<file path="src/core/host_port_defs.svh">
// constants for the host port select and interrupt block
`ifndef HOST_PORT_DEFS_SVH
`define HOST_PORT_DEFS_SVH

// strap level that selects the two-wire bus (pull-up default)
`define HP_STRAP_TWO_WIRE   1'h1
// active level of the four-wire chip select
`define HP_CS_ACTIVE        1'h0
// open-drain drive level and output-enable levels (enable is active low)
`define HP_OD_LOW           1'h0
`define HP_OE_DRIVE         1'h0
`define HP_OE_RELEASE       1'h1

// widths
`define HP_ADDR_W           2
`define HP_SRC_W            5

// interrupt source bit positions
`define HP_SRC_PIN_CHANGE   0
`define HP_SRC_RX_ERROR     1
`define HP_SRC_RX_DATA      2
`define HP_SRC_TX_SPACE     3
`define HP_SRC_MODEM        4

// reset values
`define HP_ADDR_RST         2'h0
`define HP_BIT_RST          1'h0

`endif

</file>
<file path="src/core/host_port_pkg.sv">
// types for the host port select and interrupt block
`include "host_port_defs.svh"

package host_port_pkg;

  // host interface mode chosen by the strap
  typedef enum logic {
    MODE_FOUR_WIRE = 1'b0,
    MODE_TWO_WIRE  = 1'b1
  } mode_t;

  // strap capture sequence, gray coded
  typedef enum logic [1:0] {
    ST_HOLD   = 2'b00,
    ST_SAMPLE = 2'b01,
    ST_RUN    = 2'b11
  } phase_t;

  // whole state of the pin mux
  typedef struct packed {
    phase_t                 phase;
    mode_t                  mode;
    logic                   cs_active;
    logic                   serial_in;
    logic                   serial_clk;
    logic [`HP_ADDR_W-1:0]  slave_addr;
    logic                   so_out;
    logic                   so_oe_n;
    logic                   sda_out;
    logic                   sda_oe_n;
    logic                   sda_in;
  } mux_state_t;

  // whole state of the interrupt driver
  typedef struct packed {
    logic                   irq_out;
    logic                   irq_oe_n;
  } irq_state_t;

endpackage

</file>
<file path="src/core/irq_open_drain.sv">
// open-drain active-low interrupt driver gated by the enable register
`timescale 1ns/1ps
`include "host_port_defs.svh"

module irq_open_drain (
  input  wire logic                  core_clk,
  input  wire logic                  rst,
  input  wire logic [`HP_SRC_W-1:0]  interrupt_enable_reg,
  input  wire logic [`HP_SRC_W-1:0]  irq_pending,
  output logic                       irq_out,
  output logic                       irq_oe_n
);

  host_port_pkg::irq_state_t st_r;
  host_port_pkg::irq_state_t st_nxt;
  logic                      any_enabled;

  // only enabled sources count, pull low while any remains
  always_comb begin
    st_nxt          = st_r;
    any_enabled     = |(interrupt_enable_reg & irq_pending);
    st_nxt.irq_out  = `HP_OD_LOW;
    st_nxt.irq_oe_n = any_enabled ? `HP_OE_DRIVE : `HP_OE_RELEASE;
  end

  // state register
  always_ff @(posedge core_clk) begin
    if (rst) begin
      st_r.irq_out  <= `HP_OD_LOW;
      st_r.irq_oe_n <= `HP_OE_RELEASE;
    end else begin
      st_r <= st_nxt;
    end
  end

  assign irq_out  = st_r.irq_out;
  assign irq_oe_n = st_r.irq_oe_n;

  // pin pulled low whenever an enabled source was pending
  chk_irq_drive_low: assert property (@(posedge core_clk) disable iff (rst)
    (|(interrupt_enable_reg & irq_pending)) |=> (irq_oe_n == `HP_OE_DRIVE))
    else $error("interrupt not driven for enabled pending source");

  // disabled sources alone never drive the pin
  chk_irq_masked: assert property (@(posedge core_clk) disable iff (rst)
    ((interrupt_enable_reg & irq_pending) == '0) |=> (irq_oe_n == `HP_OE_RELEASE))
    else $error("interrupt driven with no enabled source");

  // released within one cycle of the last enabled source going away
  chk_irq_release: assert property (@(posedge core_clk) disable iff (rst)
    $fell(|(interrupt_enable_reg & irq_pending)) && !$past(rst) |=> $rose(irq_oe_n))
    else $error("interrupt not released after sources cleared");

  // the modem status source bit alone can raise the interrupt
  chk_irq_sources: assert property (@(posedge core_clk) disable iff (rst)
    (interrupt_enable_reg[`HP_SRC_MODEM] && irq_pending[`HP_SRC_MODEM])
      |=> !irq_oe_n && !irq_out)
    else $error("modem status source ignored");

endmodule

</file>
<file path="src/core/host_port_select_and_irq.sv">
// host interface strap select, shared pin roles and interrupt output
// Notes on behaviour
// - strap high two-wire bus, low four-wire serial
// - unconnected strap defaults to two-wire bus
// - four-wire: pin zero is active-low chip select
// - two-wire: both shared pins set slave address
// - four-wire: pin one is serial data input
// - serial output driven only while selected
// - two-wire data pin open-drain; four-wire unused
// - interrupt pin open-drain, low when pending
// - only enabled sources may drive interrupt
// - five interrupt source kinds feed the pin
`timescale 1ns/1ps
`include "host_port_defs.svh"

module host_port_select_and_irq (
  input  wire logic                  core_clk,
  input  wire logic                  rst,
  input  wire logic                  iface_sel_strap,
  input  wire logic                  select_or_addr_bit0,
  input  wire logic                  serial_in_or_addr_bit1,
  input  wire logic                  host_clk_pin,
  input  wire logic                  so_data,
  input  wire logic                  sda_pin_in,
  input  wire logic                  sda_pull_low,
  input  wire logic [`HP_SRC_W-1:0]  interrupt_enable_reg,
  input  wire logic [`HP_SRC_W-1:0]  irq_pending,
  output logic                       mode_two_wire,
  output logic                       run_ready,
  output logic                       cs_active,
  output logic                       serial_in,
  output logic                       serial_clk,
  output logic [`HP_ADDR_W-1:0]      slave_addr,
  output logic                       sda_in,
  output logic                       so_out,
  output logic                       so_oe_n,
  output logic                       sda_out,
  output logic                       sda_oe_n,
  output logic                       irq_out,
  output logic                       irq_oe_n
);

  host_port_pkg::mux_state_t st_r;
  host_port_pkg::mux_state_t st_nxt;
  logic                      four_wire_live;
  logic                      two_wire_live;

  // four-wire chip select decode, shared by select flag and output enable
  function automatic logic chip_selected(input logic live,
                                         input logic cs_pin);
    return live && (cs_pin == `HP_CS_ACTIVE);
  endfunction

  // phase sequence, strap capture and pin roles
  always_comb begin
    st_nxt         = st_r;
    four_wire_live = (st_r.phase == host_port_pkg::ST_RUN) &&
                     (st_r.mode == host_port_pkg::MODE_FOUR_WIRE);
    two_wire_live  = (st_r.phase == host_port_pkg::ST_RUN) &&
                     (st_r.mode == host_port_pkg::MODE_TWO_WIRE);
    case (st_r.phase)
      host_port_pkg::ST_HOLD: begin
        st_nxt.phase = host_port_pkg::ST_SAMPLE;
      end
      host_port_pkg::ST_SAMPLE: begin
        // latch once, never again until reset
        st_nxt.mode  = (iface_sel_strap == `HP_STRAP_TWO_WIRE) ?
                       host_port_pkg::MODE_TWO_WIRE : host_port_pkg::MODE_FOUR_WIRE;
        st_nxt.phase = host_port_pkg::ST_RUN;
      end
      host_port_pkg::ST_RUN: begin
        st_nxt.phase = host_port_pkg::ST_RUN;
      end
      default: begin
        st_nxt.phase = host_port_pkg::ST_HOLD;
      end
    endcase
    // four-wire roles, and the clock pin forwarded in both modes
    st_nxt.cs_active  = chip_selected(four_wire_live, select_or_addr_bit0);
    st_nxt.serial_in  = four_wire_live ? serial_in_or_addr_bit1 : `HP_BIT_RST;
    st_nxt.serial_clk = (st_r.phase == host_port_pkg::ST_RUN) ? host_clk_pin : `HP_BIT_RST;
    st_nxt.so_out     = four_wire_live ? so_data : `HP_BIT_RST;
    st_nxt.so_oe_n    = chip_selected(four_wire_live, select_or_addr_bit0) ?
                        `HP_OE_DRIVE : `HP_OE_RELEASE;
    // two-wire roles
    st_nxt.slave_addr = two_wire_live ? {serial_in_or_addr_bit1, select_or_addr_bit0} :
                        `HP_ADDR_RST;
    st_nxt.sda_out    = `HP_OD_LOW;
    st_nxt.sda_oe_n   = (two_wire_live && sda_pull_low) ? `HP_OE_DRIVE : `HP_OE_RELEASE;
    st_nxt.sda_in     = two_wire_live ? sda_pin_in : `HP_BIT_RST;
  end

  // state register; mode resets to two-wire as an open strap would give
  always_ff @(posedge core_clk) begin
    if (rst) begin
      st_r.phase      <= host_port_pkg::ST_HOLD;
      st_r.mode       <= host_port_pkg::MODE_TWO_WIRE;
      st_r.cs_active  <= `HP_BIT_RST;
      st_r.serial_in  <= `HP_BIT_RST;
      st_r.serial_clk <= `HP_BIT_RST;
      st_r.slave_addr <= `HP_ADDR_RST;
      st_r.so_out     <= `HP_BIT_RST;
      st_r.so_oe_n    <= `HP_OE_RELEASE;
      st_r.sda_out    <= `HP_OD_LOW;
      st_r.sda_oe_n   <= `HP_OE_RELEASE;
      st_r.sda_in     <= `HP_BIT_RST;
    end else begin
      st_r <= st_nxt;
    end
  end

  // outputs straight from the state flops
  assign mode_two_wire = (st_r.mode == host_port_pkg::MODE_TWO_WIRE);
  assign run_ready     = st_r.phase[1];  // run is the only reachable state with bit 1 set
  assign cs_active     = st_r.cs_active;
  assign serial_in     = st_r.serial_in;
  assign serial_clk    = st_r.serial_clk;
  assign slave_addr    = st_r.slave_addr;
  assign sda_in        = st_r.sda_in;
  assign so_out        = st_r.so_out;
  assign so_oe_n       = st_r.so_oe_n;
  assign sda_out       = st_r.sda_out;
  assign sda_oe_n      = st_r.sda_oe_n;

  // interrupt pin driver
  irq_open_drain u_irq (
    .core_clk             (core_clk),
    .rst                  (rst),
    .interrupt_enable_reg (interrupt_enable_reg),
    .irq_pending          (irq_pending),
    .irq_out              (irq_out),
    .irq_oe_n             (irq_oe_n)
  );

  // strap seen in the sample phase decides the mode
  chk_mode_from_strap: assert property (@(posedge core_clk) disable iff (rst)
    (st_r.phase == host_port_pkg::ST_SAMPLE) |=> (mode_two_wire == $past(iface_sel_strap)))
    else $error("mode does not follow strap");

  // mode is two-wire through reset and the cycle after
  chk_mode_default: assert property (@(posedge core_clk)
    $past(rst) |-> mode_two_wire && !run_ready)
    else $error("mode not two-wire after reset");

  // mode frozen once running
  chk_mode_held: assert property (@(posedge core_clk) disable iff (rst)
    run_ready && $past(run_ready) |-> $stable(mode_two_wire))
    else $error("mode changed during operation");

  // chip select follows low pin level only in four-wire mode
  chk_cs_select: assert property (@(posedge core_clk) disable iff (rst)
    run_ready && !mode_two_wire && (select_or_addr_bit0 == `HP_CS_ACTIVE) ##1 run_ready
      |-> cs_active)
    else $error("chip select not taken from shared pin");

  // address follows both pins in two-wire mode
  chk_addr_pins: assert property (@(posedge core_clk) disable iff (rst)
    run_ready && mode_two_wire |=>
      slave_addr == {$past(serial_in_or_addr_bit1), $past(select_or_addr_bit0)})
    else $error("slave address not from shared pins");

  // serial data input passed in four-wire mode
  chk_serial_in: assert property (@(posedge core_clk) disable iff (rst)
    run_ready && !mode_two_wire |=> serial_in == $past(serial_in_or_addr_bit1))
    else $error("serial data input not forwarded");

  // serial output drives only while selected in four-wire mode
  chk_so_tristate: assert property (@(posedge core_clk) disable iff (rst)
    (so_oe_n == `HP_OE_DRIVE) |-> !mode_two_wire && cs_active)
    else $error("serial output driven while not selected");

  // data pin never driven outside two-wire mode
  chk_sda_mode: assert property (@(posedge core_clk) disable iff (rst)
    (sda_oe_n == `HP_OE_DRIVE) |-> mode_two_wire && (sda_out == `HP_OD_LOW))
    else $error("data pin driven in four-wire mode");

  // hold always moves on to the strap sample phase
  chk_phase_order: assert property (@(posedge core_clk) disable iff (rst)
    (st_r.phase == host_port_pkg::ST_HOLD) |=> (st_r.phase == host_port_pkg::ST_SAMPLE))
    else $error("strap capture skipped its sample phase");

  // no chip select seen while in two-wire mode
  chk_cs_two_wire: assert property (@(posedge core_clk) disable iff (rst)
    mode_two_wire |-> !cs_active)
    else $error("chip select active in two-wire mode");

  // high select pin ends the frame on the next edge
  chk_cs_release: assert property (@(posedge core_clk) disable iff (rst)
    run_ready && (select_or_addr_bit0 != `HP_CS_ACTIVE) |=> !cs_active)
    else $error("chip select held after pin went high");

  // selected four-wire port drives its serial output
  chk_so_drive: assert property (@(posedge core_clk) disable iff (rst)
    run_ready && !mode_two_wire && (select_or_addr_bit0 == `HP_CS_ACTIVE)
      |=> (so_oe_n == `HP_OE_DRIVE))
    else $error("serial output not driven while selected");

  // driven serial output carries the core data
  chk_so_data: assert property (@(posedge core_clk) disable iff (rst)
    (so_oe_n == `HP_OE_DRIVE) |-> (so_out == $past(so_data)))
    else $error("serial output does not carry core data");

  // two-wire shared pins never feed the serial input
  chk_si_two_wire: assert property (@(posedge core_clk) disable iff (rst)
    mode_two_wire |-> !serial_in)
    else $error("serial input active in two-wire mode");

  // four-wire mode leaves the slave address at its reset value
  chk_addr_four_wire: assert property (@(posedge core_clk) disable iff (rst)
    !mode_two_wire |-> (slave_addr == `HP_ADDR_RST))
    else $error("slave address set in four-wire mode");

  // core pull request reaches the data pin in two-wire mode
  chk_sda_pull: assert property (@(posedge core_clk) disable iff (rst)
    run_ready && mode_two_wire && sda_pull_low |=> (sda_oe_n == `HP_OE_DRIVE))
    else $error("data pin not pulled low on request");

  // data pin level passed to the core in two-wire mode
  chk_sda_in: assert property (@(posedge core_clk) disable iff (rst)
    run_ready && mode_two_wire |=> (sda_in == $past(sda_pin_in)))
    else $error("data pin level not forwarded");

  // shared clock pin forwarded once running
  chk_clk_follow: assert property (@(posedge core_clk) disable iff (rst)
    run_ready |=> (serial_clk == $past(host_clk_pin)))
    else $error("clock pin level not forwarded");

endmodule

</file>
<file path="config.mk">
export PLATFORM = sky130hd
export DESIGN_NAME = host_port_select_and_irq
export DESIGN_NICKNAME = d
export VERILOG_FILES = /design/src/core/host_port_pkg.sv /design/src/core/irq_open_drain.sv /design/src/core/host_port_select_and_irq.sv
export VERILOG_INCLUDE_DIRS = /design/src /design/src/core
export SDC_FILE = /design/constraint.sdc
export NUM_CORES = 1
export LEC_CHECK = 0
export ABC_CLOCK_PERIOD_IN_PS = 1550
export BUFFER_PORTS_ARGS = -buffer_cell sky130_fd_sc_hd__buf_4
export CORE_AREA = 2 2 39 41
export CTS_BUF_LIST = sky130_fd_sc_hd__clkbuf_8
export DETAILED_ROUTE_END_ITERATION = 12
export DIE_AREA = 0 0 41 43
export PLACE_DENSITY = 0.68
export SETUP_SLACK_MARGIN = 0.15
export SLEW_MARGIN = 20
export SYNTH_ARGS = -nofsm -noshare
export SYNTH_HDL_FRONTEND = slang
export SYNTH_SLANG_ARGS = --single-unit
</file>
<file path="constraint.sdc">
create_clock -name core_clk -period 1.55 [get_ports core_clk]
set_input_delay 0.31 -clock core_clk [delete_from_list [all_inputs] [get_ports core_clk]]
set_output_delay 0.31 -clock core_clk [all_outputs]
set_load 0.01 [all_outputs]
</file>
# Word-level counts from Yosys, hierarchy flattened
# Index checks and enable logic that the tools add are counted.
# word_totals
output_inout_bits	14
ff_bits	14
in_bits	19
# classes
n_mux	5
reduce_logical	10
bitwise	6
n_eq_ne	2
# ops
op	n
OR reduction 2 bit	4
bitwise AND 5 bit	1
inverter 1 bit	5
OR reduction 5 bit	1
logical AND 1 bit	4
2-to-1 mux 1 bit	4
one-hot mux 2 bit (2 select lines)	1
== test 2 x 1 -> 1 bit, second input constant	1
== test 2 bit, second input constant	1
logical NOT 2 bit	1

# Longest topological paths before layout
# logic_depth
depth_word	4
ltp_mapped	2
mapped_depth_nobuf	2

# Cells and area by module
# From an unflattened synthesis, not the netlist that was laid out.
# hier_totals
hier_cells	40
hier_area_um2	451.7
# modules_own_cells
mod	n_inst	cells_per_inst	area_each_um2
host_port_select_and_irq	1	34	395.4
irq_open_drain	1	6	56.3

# Worst setup path after synthesis
# OpenSTA, ideal clock, no wires.
# synth_path
kind	flip-flop to flip-flop
from	reg st_r (netlist bit run_ready)
to	reg st_r (netlist bit mode_two_wire)
required_time_ps	1430
period_less_slack_ps	959
arrival_ps	840
path_stages_with_launch	3
n_path_buf	0
path_slack_ps	591
cell_sequence	dfxtp_1 -> and3b_1 -> a211o_1
# synth_between
elab_chain_cells	1
# synth_lines
item	line	rtl
from (decl)	host_port_select_and_irq.sv:43	host_port_pkg::mux_state_t st_r;
from (signal assigned)	host_port_select_and_irq.sv:108	st_r <= st_nxt;
== test 2 x 1 -> 1 bit	host_port_select_and_irq.sv:61	case (st_r.phase)
# Every way passes these cells.
# A chain may end at the register's enable or synchronous reset.

# Final worst setup path
# layout_path
from	reg st_r (netlist bit run_ready)
to	out run_ready
# layout_rtl
item	line	rtl
to (decl)	host_port_select_and_irq.sv:29	output logic run_ready,
# No word-level cell between the ends.

==> reports/qor.csv <==
stage,metric,value,unit
layout,nets,89,
route,num_vias,365,
global_routing,grt_usage,11.1,%
power_and_ir_drop,p_sw_share,19.1,%
layout,drive_gt1_share,49.3,%
route,viasPerCell,4.29,
power_and_ir_drop,powerDensity,995,nW/um^2
power_and_ir_drop,leakage,0.356,nW
floorplanning,dieArea,1760,sq um
floorplanning,die_w,41,um
global_routing,use_met2,18.8,%
layout,area_growth,59.8,%
global_routing,grt-ovfl-total,0,
clock_network,htree_levels,1,
job,cap_violations,0,
yosys,synth.area.top_cells,"dfxtp_1 59%, and2_1 7.1%, buf_4 6.8%, nor2b_4 3.1%, and4bb_1 2.8%",
route,totalWireLength,864,um
global_routing,grt_pass1_wl,1290,um
placed_design,place_inst,81,
setup_path,crit_slowest_cell,dfxtp_1,
clock_network,clock_latency,0.23,ns
clock_network,post_cts_resized,0,
global_routing,antenna_found_initial,0,
setup_path,cp.required,1.24,ns
sta,period_needed,1.09,ns
yosys,synth_flop_cell,dfxtp_1,
placed_design,dp_slack,0.561,ns
setup_path,crit_type,flip-flop to output pin,
setup_path,cp_slowest_stage_delay,0.40,ns
global_routing,grt.busiest_layer,met2,
setup_path,critPathTopFamily,flip-flops,
global_routing,met3_usage,3.14,%
sta,setup_tns,0,ns
floorplanning,num_io_pins,33,
global_routing,grt_pass1_vias,377,
yosys,synth_seq_cells,13,
setup_path,cp_data_arrival_time,0.78,ns
clock_network,cts_tree,done,
floorplanning,coreArea,1380,sq um
yosys,yosys.area.top_type,dfxtp_1,
power_and_ir_drop,power.share.clock,39.4,%
setup_path,cp_max_fo,7,
yosys,syn-cell-area,442,sq um
min_path,hold_class,input pin to flip-flop,
clock_network,cts.clk_slew.worst_paths,0.05,ns
clock_network,cts_hold_buf,0,
yosys,yosysSeqAreaShare,58.9,%
layout,antenna_cells,0,
yosys,yosysMostFrequentCell,dfxtp_1,
sta,fmax,0.920,GHz
route,drt-initial-drc-count,7,
layout,fin_cells,85,
clock_network,root_buffer,clkbuf_8,
layout,ff_latch_area,260,sq um
power_and_ir_drop,ir_worst_vdd,351,uV
yosys,synth_edf_count,0,
sta,final_max_slew_viol_count,0,
route,drtPass1Iterations,4,
layout,multi_input_area,151,sq um
sta,hold_viol_final,0,
global_routing,grt_util_met1,10.1,%
clock_network,cts_buffers,3,
clock_network,post_cts_buffers,0,
yosys,avgSynthCellArea,11.6,sq um
global_routing,grt_max_degree,8,
status,status,"finished, final reports clean",
power_and_ir_drop,p_switching,134,uW
sta,min_period_over_period,70.1,%
yosys,synth_top_area_share,58.9,%
setup_path,cp.buffers_inverters,1,
setup_path,start_kind,flip-flop,
sta,rsz0062_at_grt,no,
layout,fillCellCount,133,
power_and_ir_drop,intPower,568,uW
power_and_ir_drop,p_comb_share,10.4,%
sta,setup_violations,0,
yosys,yosys_warnings,0,
floorplanning,core.rowCount,14,
yosys,synth.distinct_cells,18,
placed_design,gp_congestion,0.649,
yosys,synthArstFlopShare,0,%
clock_network,cts_max_path_buffers,2,
route,drc,0,
yosys,synthTopCellsByCount,"13 x dfxtp_1, 5 x and2_1, 4 x buf_4, 2 x nand2b_1",
route,wire_per_inst,10.2,um
floorplanning,fp.dieH,43,um
yosys,netlist_instances,38,
route,drtAntennaViolNets,0,
sta,clock_skew,0.00105,ns
clock_network,clock_sinks,13,
floorplanning,initial_core_util,31.9,%
placed_design,io_buffers,30,
power_and_ir_drop,pwr-share-seq,50.2,%
setup_path,cp-end-kind,output pin,
setup_path,cp_cell_sequence,buf_4,
sta,setup_slack,0.463,ns
-- per-stage QoR --
step / instance area, sq um / power [mW] / utilization (%) / hold slack [ns]
final: 706 / 0.702 / 51.0 / 0.236
after global routing: 706 / 0.732 / 51.0 / 0.239
after CTS: 706 / 0.714 / 51.0 / 0.236
after detailed placement: 661 / 0.433 / 47.7 / 0.483
after global placement: 661 / 0.431 / 47.7 / 0.474
after floorplan: 445 / 0.384 / - / 0.372
-- kinds of logic after synthesis --
group | Yosys count | synth area share (%)
flops | 13 | 58.9
simple gates | 14 | 23.8
other cells | 1 | 0.849
buf+inv | 5 | 7.65
compound gates | 5 | 8.78
-- power by group through the flow --
| stage | registers (mW) | logic [mW] | clock network [mW] |
|---|---|---|---|
| floorplan | 0.361 | 0.0229 | 0 |
| global placement | 0.359 | 0.0722 | 0 |
| detailed placement | 0.359 | 0.0741 | 0 |
| CTS | 0.352 | 0.0742 | 0.287 |
| global route | 0.354 | 0.0800 | 0.299 |
| finish | 0.353 | 0.0730 | 0.276 |
-- worst paths after layout --
check	depth (start not counted)	slack, ns	to	startpoint
worst max register to register	2	0.60	mode_two_wire	run_ready
worst min-delay path	2	0.24	sda_oe_n	sda_pull_low
worst min register to register	2	0.50	st_r[11]	st_r[11]
worst max-delay path	1	0.46	run_ready	run_ready
-- layout make-up --
type / count / area share (%)
clock inverters: 1 / 0.532
flip-flops and latches: 13 / 36.9
well taps: 16 / 2.84
inverters: 1 / 0.532
multi-input cells: 21 / 21.5
clock buffers: 3 / 5.85
repair buffers: 30 / 31.9
-- state kept, by name, summed over array words and instances, names as in the netlist --
signal / cells
u_irq.irq_oe_n: 1
slave_addr: 2
sda_oe_n: 1
so_out: 1
serial_clk: 1
st_r: 1
so_oe_n: 1
run_ready: 1
mode_two_wire: 1
serial_in: 1
cs_active: 1
sda_in: 1
-- cells in the final DEF, fill, tap and decap left out --
cell type / n
nand2b_1: 2
and3_1: 1
inv_1: 2
a222oi_1: 1
and4bb_1: 1
and4b_1: 1
conb_1: 2
a21oi_1: 1
a22oi_1: 1
dfxtp_1: 13
nor2b_1: 1
and2_1: 5
buf_4: 30
nor2b_4: 1
clkbuf_8: 3
and3b_1: 1
nand2_1: 1
a211o_1: 1
a21o_1: 1
-- routing by layer --
layer,share of wire (%),vias up
met1,33,167
met2,57,15
met3,9.8,0
li1,-,183
met5,0,-
met4,0,0
No activity file was read; power rests on OpenSTA's default activity.
